**config.mk**
```make
export PLATFORM = sky130hd
export DESIGN_NAME = watchdog_timer_control
export DESIGN_NICKNAME = d
export VERILOG_FILES = /design/src/pkg/watchdog_pkg.sv /design/src/verilog/watchdog_timer_control.sv
export SDC_FILE = /design/constraint.sdc
export NUM_CORES = 1
export LEC_CHECK = 0
export BUFFER_PORTS_ARGS = -buffer_cell sky130_fd_sc_hd__clkbuf_2
export CORE_MARGIN = 5
export CORE_UTILIZATION = 48
export DETAILED_ROUTE_END_ITERATION = 12
export GPL_ROUTABILITY_DRIVEN = 1
export PLACE_DENSITY = 0.66
export SLEW_MARGIN = 20
export SYNTH_ARGS = -nofsm -noshare
export SYNTH_HDL_FRONTEND = slang
export SYNTH_SLANG_ARGS = --single-unit
```
**constraint.sdc**
```tcl
create_clock -name clk -period 3.7 [get_ports clk]
set_input_delay 0.925 -clock clk [delete_from_list [all_inputs] [get_ports clk]]
set_output_delay 0.925 -clock clk [all_outputs]
set_load 0.1 [all_outputs]
```
**src/pkg/watchdog_pkg.sv**
```systemverilog
package watchdog_pkg;

	// ----------------------------------------
	// Control register layout
	// ----------------------------------------
	localparam int         CODE_HI     = 7;
	localparam int         CODE_LO     = 4;
	localparam int         ACTION_BIT  = 3;
	localparam int         FLAG_BIT    = 2;
	localparam int         REFRESH_BIT = 1;
	localparam int         UNLOCK_BIT  = 0;
	localparam logic [7:0] CONTROL_RESET = 8'h10;

	// ----------------------------------------
	// Timeout codes and timing
	// ----------------------------------------
	localparam logic [3:0]  CODE_LONGEST   = 4'h7;
	localparam logic [3:0]  CODE_IMMEDIATE = 4'h8;
	localparam int          CLK_HZ         = 40000000;
	localparam int          WDT_HZ         = 32768;
	localparam int          BASE_SHIFT     = 9;
	localparam logic [16:0] BASE_TICKS     = 17'(2 ** BASE_SHIFT);
	localparam logic [25:0] PHASE_STEP     = 26'(WDT_HZ);
	localparam logic [25:0] PHASE_WRAP     = 26'(CLK_HZ);

endpackage

```
**src/verilog/watchdog_timer_control.sv**
```systemverilog
`timescale 1ns/10ps

// How it works
// - Prescale code picks timeout 15.6 to 2000 ms.
// - Action-select bit makes timeout a priority interrupt.
// - Status flag set on timeout; survives watchdog reset.
// - Missed refresh resets or interrupts per select bit.
// - Control write accepted only right after unlock.
// - Timer mode uses prescale as interrupt period.
// - 16-bit counter at 32.768 kHz; reset 10H.
module watchdog_timer_control (
	input  wire logic       clk,
	input  wire logic       rstn,
	input  wire logic       sfr_wr,
	input  wire logic [7:0] sfr_wdata,
	input  wire logic       supply_monitor_irq,
	output logic      [7:0] watchdog_control,
	output logic            wd_reset_req,
	output logic            wd_irq
);

	// ----------------------------------------
	// State
	// ----------------------------------------
	logic [3:0]  timeout_code;
	logic        timeout_action_select;
	logic        timeout_occurred_flag;
	logic        watchdog_refresh_enable;
	logic        control_write_unlock;
	logic [15:0] count;
	logic [25:0] phase;
	logic        tick;
	logic [3:0]  next_timeout_code;
	logic        next_timeout_action_select;
	logic        next_timeout_occurred_flag;
	logic        next_watchdog_refresh_enable;
	logic        next_control_write_unlock;
	logic [15:0] next_count;
	logic [25:0] next_phase;
	logic        next_tick;
	logic        next_wd_reset_req;
	logic        next_wd_irq;
	logic [15:0] limit;
	logic        expire;
	logic        immediate;
	logic        accept;

	// ----------------------------------------
	// Slow time base
	// ----------------------------------------
	// A phase accumulator gives the exact average tick rate without a second clock.
	always_comb begin
		if (phase + watchdog_pkg::PHASE_STEP >= watchdog_pkg::PHASE_WRAP) begin
			next_phase = phase + watchdog_pkg::PHASE_STEP - watchdog_pkg::PHASE_WRAP;
			next_tick  = 1'b1;
		end else begin
			next_phase = phase + watchdog_pkg::PHASE_STEP;
			next_tick  = 1'b0;
		end
	end

	always_ff @(posedge clk or negedge rstn) begin
		if (!rstn) begin
			phase <= 26'h0000000;
			tick  <= 1'b0;
		end else begin
			phase <= next_phase;
			tick  <= next_tick;
		end
	end

	// ----------------------------------------
	// Control and counter
	// ----------------------------------------
	assign limit     = 16'((watchdog_pkg::BASE_TICKS << timeout_code[2:0]) - 17'h00001);
	assign expire    = watchdog_refresh_enable && tick && count == limit
	                   && timeout_code <= watchdog_pkg::CODE_LONGEST;
	assign immediate = watchdog_refresh_enable && timeout_code == watchdog_pkg::CODE_IMMEDIATE;
	assign accept    = sfr_wr && control_write_unlock;

	always_comb begin
		next_timeout_code            = timeout_code;
		next_timeout_action_select   = timeout_action_select;
		next_timeout_occurred_flag   = timeout_occurred_flag;
		next_watchdog_refresh_enable = watchdog_refresh_enable;
		next_control_write_unlock    = control_write_unlock;
		next_count                   = count;
		next_wd_reset_req            = 1'b0;
		next_wd_irq                  = 1'b0;
		if (sfr_wr) begin
			// Any write after the unlock consumes it; the unlock write itself stores nothing.
			next_control_write_unlock = control_write_unlock ? 1'b0 :
			                            sfr_wdata[watchdog_pkg::UNLOCK_BIT];
		end
		if (accept) begin
			next_timeout_code            = sfr_wdata[watchdog_pkg::CODE_HI:watchdog_pkg::CODE_LO];
			next_timeout_action_select   = sfr_wdata[watchdog_pkg::ACTION_BIT];
			next_timeout_occurred_flag   = sfr_wdata[watchdog_pkg::FLAG_BIT];
			next_watchdog_refresh_enable = sfr_wdata[watchdog_pkg::REFRESH_BIT];
			next_count                   = 16'h0000;
		end else if (!watchdog_refresh_enable) begin
			next_count = 16'h0000;
		end else if (expire) begin
			next_count = 16'h0000;
		end else if (tick) begin
			next_count = count + 16'h0001;
		end
		if (supply_monitor_irq) begin
			next_watchdog_refresh_enable = 1'b0;
		end
		if (expire && timeout_action_select) begin
			next_wd_irq                = 1'b1;
			next_timeout_occurred_flag = 1'b1;
		end else if ((expire && !timeout_action_select) || immediate) begin
			// A watchdog reset restores the power-on layout but sets the status flag.
			next_timeout_code            = watchdog_pkg::CONTROL_RESET[watchdog_pkg::CODE_HI:
			                                                           watchdog_pkg::CODE_LO];
			next_timeout_action_select   = 1'b0;
			next_watchdog_refresh_enable = 1'b0;
			next_control_write_unlock    = 1'b0;
			next_timeout_occurred_flag   = 1'b1;
			next_count                   = 16'h0000;
			next_wd_reset_req            = 1'b1;
		end
	end

	always_ff @(posedge clk or negedge rstn) begin
		if (!rstn) begin
			timeout_code            <= watchdog_pkg::CONTROL_RESET[watchdog_pkg::CODE_HI:
			                                                      watchdog_pkg::CODE_LO];
			timeout_action_select   <= watchdog_pkg::CONTROL_RESET[watchdog_pkg::ACTION_BIT];
			timeout_occurred_flag   <= watchdog_pkg::CONTROL_RESET[watchdog_pkg::FLAG_BIT];
			watchdog_refresh_enable <= watchdog_pkg::CONTROL_RESET[watchdog_pkg::REFRESH_BIT];
			control_write_unlock    <= watchdog_pkg::CONTROL_RESET[watchdog_pkg::UNLOCK_BIT];
			count                   <= 16'h0000;
			wd_reset_req            <= 1'b0;
			wd_irq                  <= 1'b0;
		end else begin
			timeout_code            <= next_timeout_code;
			timeout_action_select   <= next_timeout_action_select;
			timeout_occurred_flag   <= next_timeout_occurred_flag;
			watchdog_refresh_enable <= next_watchdog_refresh_enable;
			control_write_unlock    <= next_control_write_unlock;
			count                   <= next_count;
			wd_reset_req            <= next_wd_reset_req;
			wd_irq                  <= next_wd_irq;
		end
	end

	assign watchdog_control = {timeout_code, timeout_action_select, timeout_occurred_flag,
	                           watchdog_refresh_enable, control_write_unlock};

	// ----------------------------------------
	// Assertions
	// ----------------------------------------
	property p_expire_acts;
		@(posedge clk) disable iff (!rstn)
		expire |=> (wd_irq || wd_reset_req);
	endproperty
	a_expire_acts: assert property (p_expire_acts) else $error("Expiry did not act.");

	property p_irq_mode;
		@(posedge clk) disable iff (!rstn)
		(expire && timeout_action_select) |=> (wd_irq && !wd_reset_req
		&& (watchdog_refresh_enable || $past(supply_monitor_irq) || $past(accept)));
	endproperty
	a_irq_mode: assert property (p_irq_mode) else $error("Timer mode did not interrupt.");

	property p_flag_on_reset;
		@(posedge clk) disable iff (!rstn)
		wd_reset_req |-> timeout_occurred_flag ##1 timeout_occurred_flag;
	endproperty
	a_flag_on_reset: assert property (p_flag_on_reset) else $error("Status flag lost.");

	property p_reset_mode;
		@(posedge clk) disable iff (!rstn)
		(expire && !timeout_action_select) |=> (wd_reset_req && !watchdog_refresh_enable);
	endproperty
	a_reset_mode: assert property (p_reset_mode) else $error("Missed refresh did not reset.");

	property p_supply_clear;
		@(posedge clk) disable iff (!rstn)
		supply_monitor_irq |=> !watchdog_refresh_enable;
	endproperty
	a_supply_clear: assert property (p_supply_clear) else $error("Enable not cleared.");

	property p_locked;
		@(posedge clk) disable iff (!rstn)
		(sfr_wr && !control_write_unlock && !expire && !immediate)
		|=> $stable(timeout_code) && $stable(timeout_action_select);
	endproperty
	a_locked: assert property (p_locked) else $error("Locked write changed control.");

	property p_period;
		@(posedge clk) disable iff (!rstn)
		wd_irq |-> $past(count) == $past(limit);
	endproperty
	a_period: assert property (p_period) else $error("Interrupt at wrong count.");

	property p_tick_rate;
		@(posedge clk) disable iff (!rstn)
		tick |=> !tick [*8];
	endproperty
	a_tick_rate: assert property (p_tick_rate) else $error("Time base too fast.");

	property p_immediate;
		@(posedge clk) disable iff (!rstn)
		immediate |=> (wd_reset_req && timeout_occurred_flag && !watchdog_refresh_enable);
	endproperty
	a_immediate: assert property (p_immediate) else $error("No immediate reset.");

	property p_accept_store;
		@(posedge clk) disable iff (!rstn)
		(accept && !expire && !immediate)
		|=> timeout_code == $past(sfr_wdata[watchdog_pkg::CODE_HI:watchdog_pkg::CODE_LO]);
	endproperty
	a_accept_store: assert property (p_accept_store) else $error("Write lost.");

	property p_disabled_hold;
		@(posedge clk) disable iff (!rstn)
		!watchdog_refresh_enable |=> count == 16'h0000;
	endproperty
	a_disabled_hold: assert property (p_disabled_hold) else $error("Count not held.");

	c_irq:       cover property (@(posedge clk) disable iff (!rstn) wd_irq);
	c_reset:     cover property (@(posedge clk) disable iff (!rstn) wd_reset_req);
	c_immediate: cover property (@(posedge clk) disable iff (!rstn) immediate);
	c_unlocked:  cover property (@(posedge clk) disable iff (!rstn) accept);

endmodule // watchdog_timer_control

```
==> results of run 1 <==
==> layout make-up <==
type,count,area share [%]
Multi-Input combinational cell,223,51.08
Sequential cell,44,35.92
Timing Repair Buffer,23,3.914
Tap cell,75,3.057
Clock inverter,3,2.935
Clock buffer,5,2.242
Inverter,7,0.8561
==> cells by family after synthesis <==
family          after synthesis
compound gates               53
simple gates                116
mux                           9
buf+inv                      25
fa+ha+maj                     5
flops                        44
xor+xnor                     40
==> cells in the mapped netlist (all sizes together) (5+ instances only) <==
cell	instances	area, um^2
dfrtp	43	1076
nor2	30	112.6
xor2	25	219.0
nand2	23	88.84
nand3	18	95.09
buf	15	113.9
xnor2	15	131.4
a211oi	9	77.57
and3	9	57.56
o21ai	9	56.31
inv	7	26.28
mux2i	7	70.07
nor3	7	35.03
a21oi	6	30.03
ha	5	62.56
==> sequential cells by signal (all words and copies together) (netlist names) <==
register and count:
control_write_unlock 1, count 16, phase 17, tick 1, timeout_action_select 1, timeout_code 4
timeout_occurred_flag 1, watchdog_refresh_enable 1, wd_irq 1, wd_reset_req 1
==> layer usage <==
layer	part of all wire (%)	vias to the layer above	track usage, %
met5	0	-	0
met4	1.3	0	4.816
met3	3.5	8	3.422
met2	46	33	25.26
met1	50	1065	22.22
li1	-	1062	-
==> report_power, final <==
group	switching, mW	internal [mW]
registers	0.0356	0.501
clock network	0.170	0.338
logic	0.216	0.0760
total	0.421	0.914
==> worst max path at each step <==
stage	depth (start not counted)	from	to
after CTS	8	timeout_code[2]	count[3]
after floorplan	10	timeout_code[1]	count[9]
after global placement	8	timeout_code[2]	count[6]
after global routing	8	timeout_code[2]	count[7]
after detailed placement	8	timeout_code[2]	count[3]
final	8	timeout_code[2]	count[12]
==> worst max-delay path, stage by stage, from the launching register on <==
cell and delay [ns]:
dfrtp_1 0.51, or3_4 0.44, ha_1 0.29, or3b_1 0.38, a21oi_1 0.17, nor3_1 0.10
o2111ai_2 0.28, nand4_2 0.42, nor2_1 0.23
==> metrics by stage <==
| stage | power, mW | area [um^2] |
|---|---|---|
| after floorplan | 0.8087 | 2833 |
| after global placement | 0.8339 | 2910 |
| after detailed placement | 0.8408 | 2910 |
| after CTS | 1.352 | 3069 |
| after global routing | 1.400 | 3069 |
| final | 1.336 | 3069 |
==> flow_summary.yaml, run 1 <==
yosys:
  synth-seq-cells: 44
  synthFlopType: "dfrtp_1"
  yosysWarnings: 0
  synth_nets: 309
  synth_top_family_by_area: "simple AND/OR/NAND/NOR gates"
  synthCells: 292
  ys_types: 64
  synth_xor_area_share_pct: 12.37
  synth.area.mux_share_pct: 3.269
  ys_seq_area_share_pct: 38.91
  syn_area_um2: 2833
  synth_compound_area_share_pct: 15.46
  synth-adder-area-share_pct: 2.208
  synth_edf_count: 0
  synth_area_per_cell_um2: 9.701
  synth-simple-area-share_pct: 22.04
  async_reset_ff_share_pct: 100.0
setup_path:
  critPathArrivalTime_ns: 3.12
  start_kind: "register"
  reg2reg_from: "timeout_code[2]"
  r2r_cells: 8
  cp.required_ns: 3.92
  crit_path_max_fanout: 16
  ff2ff_setup_slack_ns: 0.80
  r2r-end: "count[12]"
  cp-end-kind: "register"
  path_class: "register to register"
timing:
  hold_viol_final: 0
  max_freq_ghz: 0.3453
  rsz0062_at_grt: "no"
  max_slew.worst_pin.slew_ns: 0.8392
  holdWs_ns: 0.5246
  slew_headroom_pct: 44.05
  drv_slew: 0
  post-route-period-util_pct: 78.26
  finalCriticalPeriod_ns: 2.896
  finalWorstSetupSlack_ns: 0.8044
  setup_viol: 0
  fin_setup_tns_ns: 0
  clock-skew-final_ns: 0.01057
global_routing:
  grt_pass1_wl_mm: 9.639
  track_usage_pct: 16.07
  grt_max_degree: 34
  antenna_found_initial: 0
  grt_overflow: 0
  grt_pass1_vias: 2090
cts:
  cts-root-buf: "clkbuf_8"
  clkTransAtPathRegs_ns: 0.09
  clk_latency_ns: 0.30
  cts_made_buffers: 5
  cts.htree.levels: 2
  cts_buffer_depth: 2
  cts_tree: "built"
  postCtsHoldBufs: 0
  cts.repair.resized: 0
  cts.sinks: 44
  post_cts_buffers: 0
route:
  vias: 2168
  route.detailed.drc: 0
  viasPerCell: 5.705
  wirelength_mm: 5.580
  wl_per_cell_um: 14.68
  initialDrtViolationCount: 145
  drtPass1Iterations: 4
  ant_nets: 0
layout:
  area_growth_pct: 8.348
  fillCellCount: 575
  seq_area_um2: 1102
  final_common_cell: "dfrtp_1"
  finalNetCount: 321
  layout-drive-gt1-share_pct: 16.72
  fin_util_pct: 52.78
  layout_common_cells: "dfrtp_1 (43), nor2_1 (30), xor2_1 (25)"
  antenna_cells: 0
  multiInputGateArea_um2: 1568
  finalNonFillerCells: 380
worst_hold_path:
  whs_path_depth: 1
  min_path_type: "register to register"
  hold_end: "phase[12]"
  hold_start: "phase[12]"
floorplanning:
  core_area_um2: 5816
  die_area_um2: 7538
  start_util_pct: 48.71
  rows: 28
  ioPinCount: 22
  fp.dieW_um: 86.82
  dieHeight_um: 86.82
placed_design:
  portBuffers: 21
  dp.final_hpwl_mm: 4.036
  gp_congestion: 0.8066
  dp_cells: 372
  pre_cts_slack_ns: 0.7953
pwr:
  peakVddDrop_v: 0.0002820
  power_density_nw_per_um2: 435.2
  power_leakage_nw: 1.358
flow_run:
  max_cap_violations: 0
outcome:
  outcome: "finished, final reports clean"
Note: power is estimated with default switching activity, not from simulation.
==> run 2: changes to the inputs <==
clock period = 2.75 ns   (was 3.7 ns; I/O delays follow)
==> run 2 against run 1 <==
  * Total power rose by 26%
  * Clock skew is 0.0049 ns lower
  * Routed wire length grew 2.5%
  * Final area rose by 3.2%
  * Die area did not move
  * Flip-flop and latch count unchanged
  * Largest cell class unchanged
  * Largest power group unchanged
==> flow_summary.yaml, run 2 (synthesis results as in run 1) <==
placed_design:
  portBuffers: 21
  dp_cells: 376
  gp_congestion: 0.7782
  dp.final_hpwl_mm: 3.908
setup_path:
  path_class: "register to register"
  critPathArrivalTime_ns: 2.83
  r2r_cells: 9
  cp.required_ns: 2.94
  cp-end-kind: "register"
  crit_path_max_fanout: 8
  start_kind: "register"
  ff2ff_setup_slack_ns: 0.11
  reg2reg_from: "timeout_code[1]"
  r2r-end: "watchdog_refresh_enable"
layout:
  final_common_cell: "dfrtp_1"
  fin_util_pct: 54.47
  reg_top3: "phase: 17 flops, count: 16 flops, timeout_code: 4 flops"
  largest_reg_flops: 17
  finalNetCount: 332
  layout-drive-gt1-share_pct: 21.20
  layout_common_cells: "dfrtp_1 (41), nor2_1 (30), xor2_1 (24)"
  area_growth_pct: 11.84
  finalNonFillerCells: 391
  antenna_cells: 0
  top_register: "phase"
route:
  initialDrtViolationCount: 112
  drtPass1Iterations: 4
  ant_nets: 0
  wirelength_mm: 5.721
  viasPerCell: 5.522
  wl_per_cell_um: 14.63
  route.detailed.drc: 0
  vias: 2159
pwr:
  peakVddDrop_v: 0.0003730
  power_density_nw_per_um2: 532.9
  finalPower_mw: 1.688
  power_leakage_nw: 1.397
cts:
  cts-root-buf: "clkbuf_8"
  clkTransAtPathRegs_ns: 0.09
  cts.sinks: 44
  cts_made_buffers: 5
  postCtsHoldBufs: 0
  clk_latency_ns: 0.30
  cts_buffer_depth: 2
  cts_tree: "built"
  cts.htree.levels: 2
timing:
  hold_viol_final: 0
  max_freq_ghz: 0.3782
  holdWs_ns: 0.4536
  max_slew.worst_pin.slew_ns: 0.5838
  clock-skew-final_ns: 0.005692
  setup_viol: 0
  finalCriticalPeriod_ns: 2.644
  drv_slew: 0
  post-route-period-util_pct: 96.14
  slew_headroom_pct: 61.08
global_routing:
  grt_max_degree: 45
  grt_overflow: 0
  track_usage_pct: 16.30
  grt_pass1_vias: 2066
  antenna_found_initial: 0
  grt_pass1_wl_mm: 9.887
floorplanning:
  dieHeight_um: 86.82
  fp.dieW_um: 86.82
  rows: 28
  die_area_um2: 7538
  ioPinCount: 22
  core_area_um2: 5816
  start_util_pct: 48.71
worst_hold_path:
  min_path_type: "input pin to asynchronous set/reset pin"
flow_run:
  max_cap_violations: 0
outcome:
  outcome: "finished, final reports clean"
run 2: how the worst max path moves through the flow:
stage,startpoint,end,slack (ns),cells after the start
final,timeout_code[1],watchdog_refresh_enable,0.11,9
after global routing,timeout_code[1],timeout_code[1],-0.003,9
after CTS,timeout_code[1],count[10],0.07,8
after detailed placement,timeout_code[1],count[10],-0.02,8
after global placement,timeout_code[1],count[13],0.06,8
after floorplan,timeout_code[1],count[10],0.003,10
run 2: critical path: stages, from the launching register on:
cell and delay [ns]:
dfrtp_4 0.51, or3_4 0.40, ha_4 0.20, xor2_2 0.15, mux2_2 0.37, a211oi_2 0.24
o2111ai_2 0.14, buf_4 0.18, o21ai_4 0.25, nor3_1 0.09
run 2: layout make-up:
| class | count | area (um^2) |
|---|---|---|
| multi-input combinational | 224 | 1617 |
| timing repair buffer | 33 | 207.7 |
| sequential | 44 | 1107 |
| inverter | 7 | 26.28 |
| fill | 528 | 2648 |
| clock inverter | 3 | 47.55 |
| tap | 75 | 93.84 |
| clock buffer | 5 | 68.82 |
run 2: metrics by stage:
stage,TNS [ns],setup WS (ns),instance area [um^2]
6_report,0,0.1061,3168
5_1_grt,-0.003251,-0.003251,3168
4_1_cts,0,0.07378,3103
3_5_place_dp,-0.02006,-0.01562,2978
3_3_place_gp,0,0.05656,2978
2_1_floorplan,0,0.002719,2858
run 2: what timing repair did:
| item | 4_1_cts | 5_1_grt |
|---|---|---|
| gates resized for setup | 1 | 1 |
| pin swaps | 0 | 3 |
| setup buffers | 0 | 6 |
| endpoints found under the hold margin | 0 | 0 |
| cloned | 0 | 1 |
| setup endpoints to repair | 16 | 17 |
run 2: where the power goes:
group          switching [mW]  leakage, nW  total, mW  internal, mW
clock                   0.243       0.0583      0.516         0.274
combinational           0.316        0.755      0.456         0.140
sequential             0.0391        0.584      0.716         0.677
run 2: layer usage:
metal	global-route usage, %	vias up	part of all wire [%]
met5	0	-	0
met3	3.137	6	1.7
met1	22.88	1050	51
met4	5.666	0	1.1
li1	-	1083	-
met2	25.05	20	46
==> run 3: changes to the inputs <==
CTS_BUF_LIST = sky130_fd_sc_hd__clkbuf_4   (was default)
==> run 3 against run 2 <==
  * Register-to-register slack is essentially flat
  * Critical path depth did not move
  * Non-clock buffer count unchanged
  * Critical endpoint is now wd_reset_req
==> flow_summary.yaml, run 3 (synthesis results as in run 1) <==
cts:
  cts.htree.levels: 2
  cts_tree: "built"
  cts.sinks: 44
  cts_made_buffers: 5
  clk_latency_ns: 0.35
  clkTransAtPathRegs_ns: 0.14
  postCtsHoldBufs: 0
  cts-root-buf: "clkbuf_4"
  cts_buffer_depth: 2
route:
  vias: 2156
  drtPass1Iterations: 4
  route.detailed.drc: 0
  initialDrtViolationCount: 94
  wl_per_cell_um: 14.33
  ant_nets: 0
  viasPerCell: 5.514
  wirelength_mm: 5.603
pwr:
  finalPower_mw: 1.591
  peakVddDrop_v: 0.0003593
  power_leakage_nw: 1.385
  power_density_nw_per_um2: 507.1
setup_path:
  cp-end-kind: "register"
  path_class: "register to register"
  crit_top_cell: "buf_4"
  critPathMaxStageDelay_ns: 0.52
  crit_slowest_cell: "dfrtp_4"
  cp.required_ns: 3.06
  crit_path_max_fanout: 8
  cp.buffers_inverters: 2
  cp_top_family: "compound AO/OA/AOI/OAI gates"
  critical_path.cell_chain: "or3_4 > ha_4 > xor2_2 > mux2_2 > a211oi_2 > o2111ai_2 > buf_4 > o21ai_4 > buf_4"
  critPathArrivalTime_ns: 2.95
  start_kind: "register"
global_routing:
  grt_pass1_vias: 2066
  grt_max_degree: 45
  antenna_found_initial: 0
  track_usage_pct: 15.78
  grt_pass1_wl_mm: 9.749
  grt_overflow: 0
timing:
  setup_viol: 0
  clock-skew-final_ns: 0.007750
  holdWs_ns: 0.3938
  slew_headroom_pct: 60.60
  max_freq_ghz: 0.3786
  max_slew.worst_pin.slew_ns: 0.5910
  finalCriticalPeriod_ns: 2.642
  post-route-period-util_pct: 96.06
  finalWorstSetupSlack_ns: 0.1085
  hold_viol_final: 0
  drv_slew: 0
  fin_setup_tns_ns: 0
floorplanning:
  die_area_um2: 7538
  fp.dieW_um: 86.82
  rows: 28
  start_util_pct: 48.71
  core_area_um2: 5816
  dieHeight_um: 86.82
  ioPinCount: 22
worst_hold_path:
  min_path_type: "input pin to asynchronous set/reset pin"
placed_design:
  dp.final_hpwl_mm: 3.908
  portBuffers: 21
  place_area_um2: 2978
  gp_congestion: 0.7782
  pre_cts_slack_ns: -0.01562
layout:
  largest_reg_flops: 17
  layout-drive-gt1-share_pct: 21.20
  finalInstanceArea_um2: 3137
  antenna_cells: 0
  final_common_cell: "dfrtp_1"
  reg_top3: "phase: 17 flops, count: 16 flops, timeout_code: 4 flops"
  finalNetCount: 332
  area_growth_pct: 10.73
  layout_common_cells: "dfrtp_1 (41), nor2_1 (30), xor2_1 (24)"
  top_register: "phase"
outcome:
  outcome: "finished, final reports clean"
flow_run:
  max_cap_violations: 0
==> run 3: cell count changes in the layout (fill, tap and decap cells not counted) <==
cell	delta
clkbuf_4	+5
clkbuf_8	-5
==> run 3: worst register-to-register path, cell delays in order, from the launching register on <==
cell	delay, ns
dfrtp_4	0.52
or3_4	0.40
ha_4	0.20
xor2_2	0.15
mux2_2	0.37
a211oi_2	0.24
o2111ai_2	0.14
buf_4	0.18
o21ai_4	0.25
buf_4	0.16
==> run 3: where the power goes <==
group          switching [mW]  total [mW]  internal (mW)
logic                   0.315       0.454          0.139
registers              0.0391       0.717          0.677
clock network           0.225       0.420          0.195
==> run 3: area by class of cell <==
type,instances,area [um^2]
Inverter,7,26.28
Tap cell,75,93.84
Sequential cell,44,1107
Multi-Input combinational cell,224,1617
Clock inverter,3,47.55
Timing Repair Buffer,33,207.7
Fill cell,536,2679
Clock buffer,5,37.54
==> run 3: timing repair <==
item	in CTS	in global routing
gates resized for setup	1	1
endpoints found under the setup margin	16	15
cloned	0	1
pin swaps	0	3
setup buffers	0	6
==> run 3: final timing paths <==
kind,from,endpoint,slack (ns),cells after the start
setup / recovery,timeout_code[1],wd_reset_req,0.11,9
hold / removal,rstn,timeout_occurred_flag,0.39,2
setup reg to reg,timeout_code[1],wd_reset_req,0.11,9
hold reg to reg,phase[12],phase[12],0.52,1
max in group asynchronous,rstn,timeout_code[1],1.95,2
min in group clk,supply_monitor_irq,watchdog_refresh_enable,0.47,2
==> run 3: per-stage QoR <==
step / cells / utilization [%]
3_5_place_dp: 376 / 51.20
5_1_grt: 391 / 53.94
6_report: 391 / 53.94
3_3_place_gp: 376 / 51.20
4_1_cts: 384 / 52.82
2_1_floorplan: 292 / -
==> run 3: metal layers <==
layer | GRT usage, % | routed length, um | share of wire [%] | vias to the layer above
li1 | - | - | - | 1087
met1 | 22.76 | 2848 | 51 | 1040
met2 | 24.43 | 2563 | 46 | 24
met3 | 2.567 | 145 | 2.6 | 5
met4 | 4.391 | 45 | 0.80 | 0
met5 | 0 | 0 | 0 | -
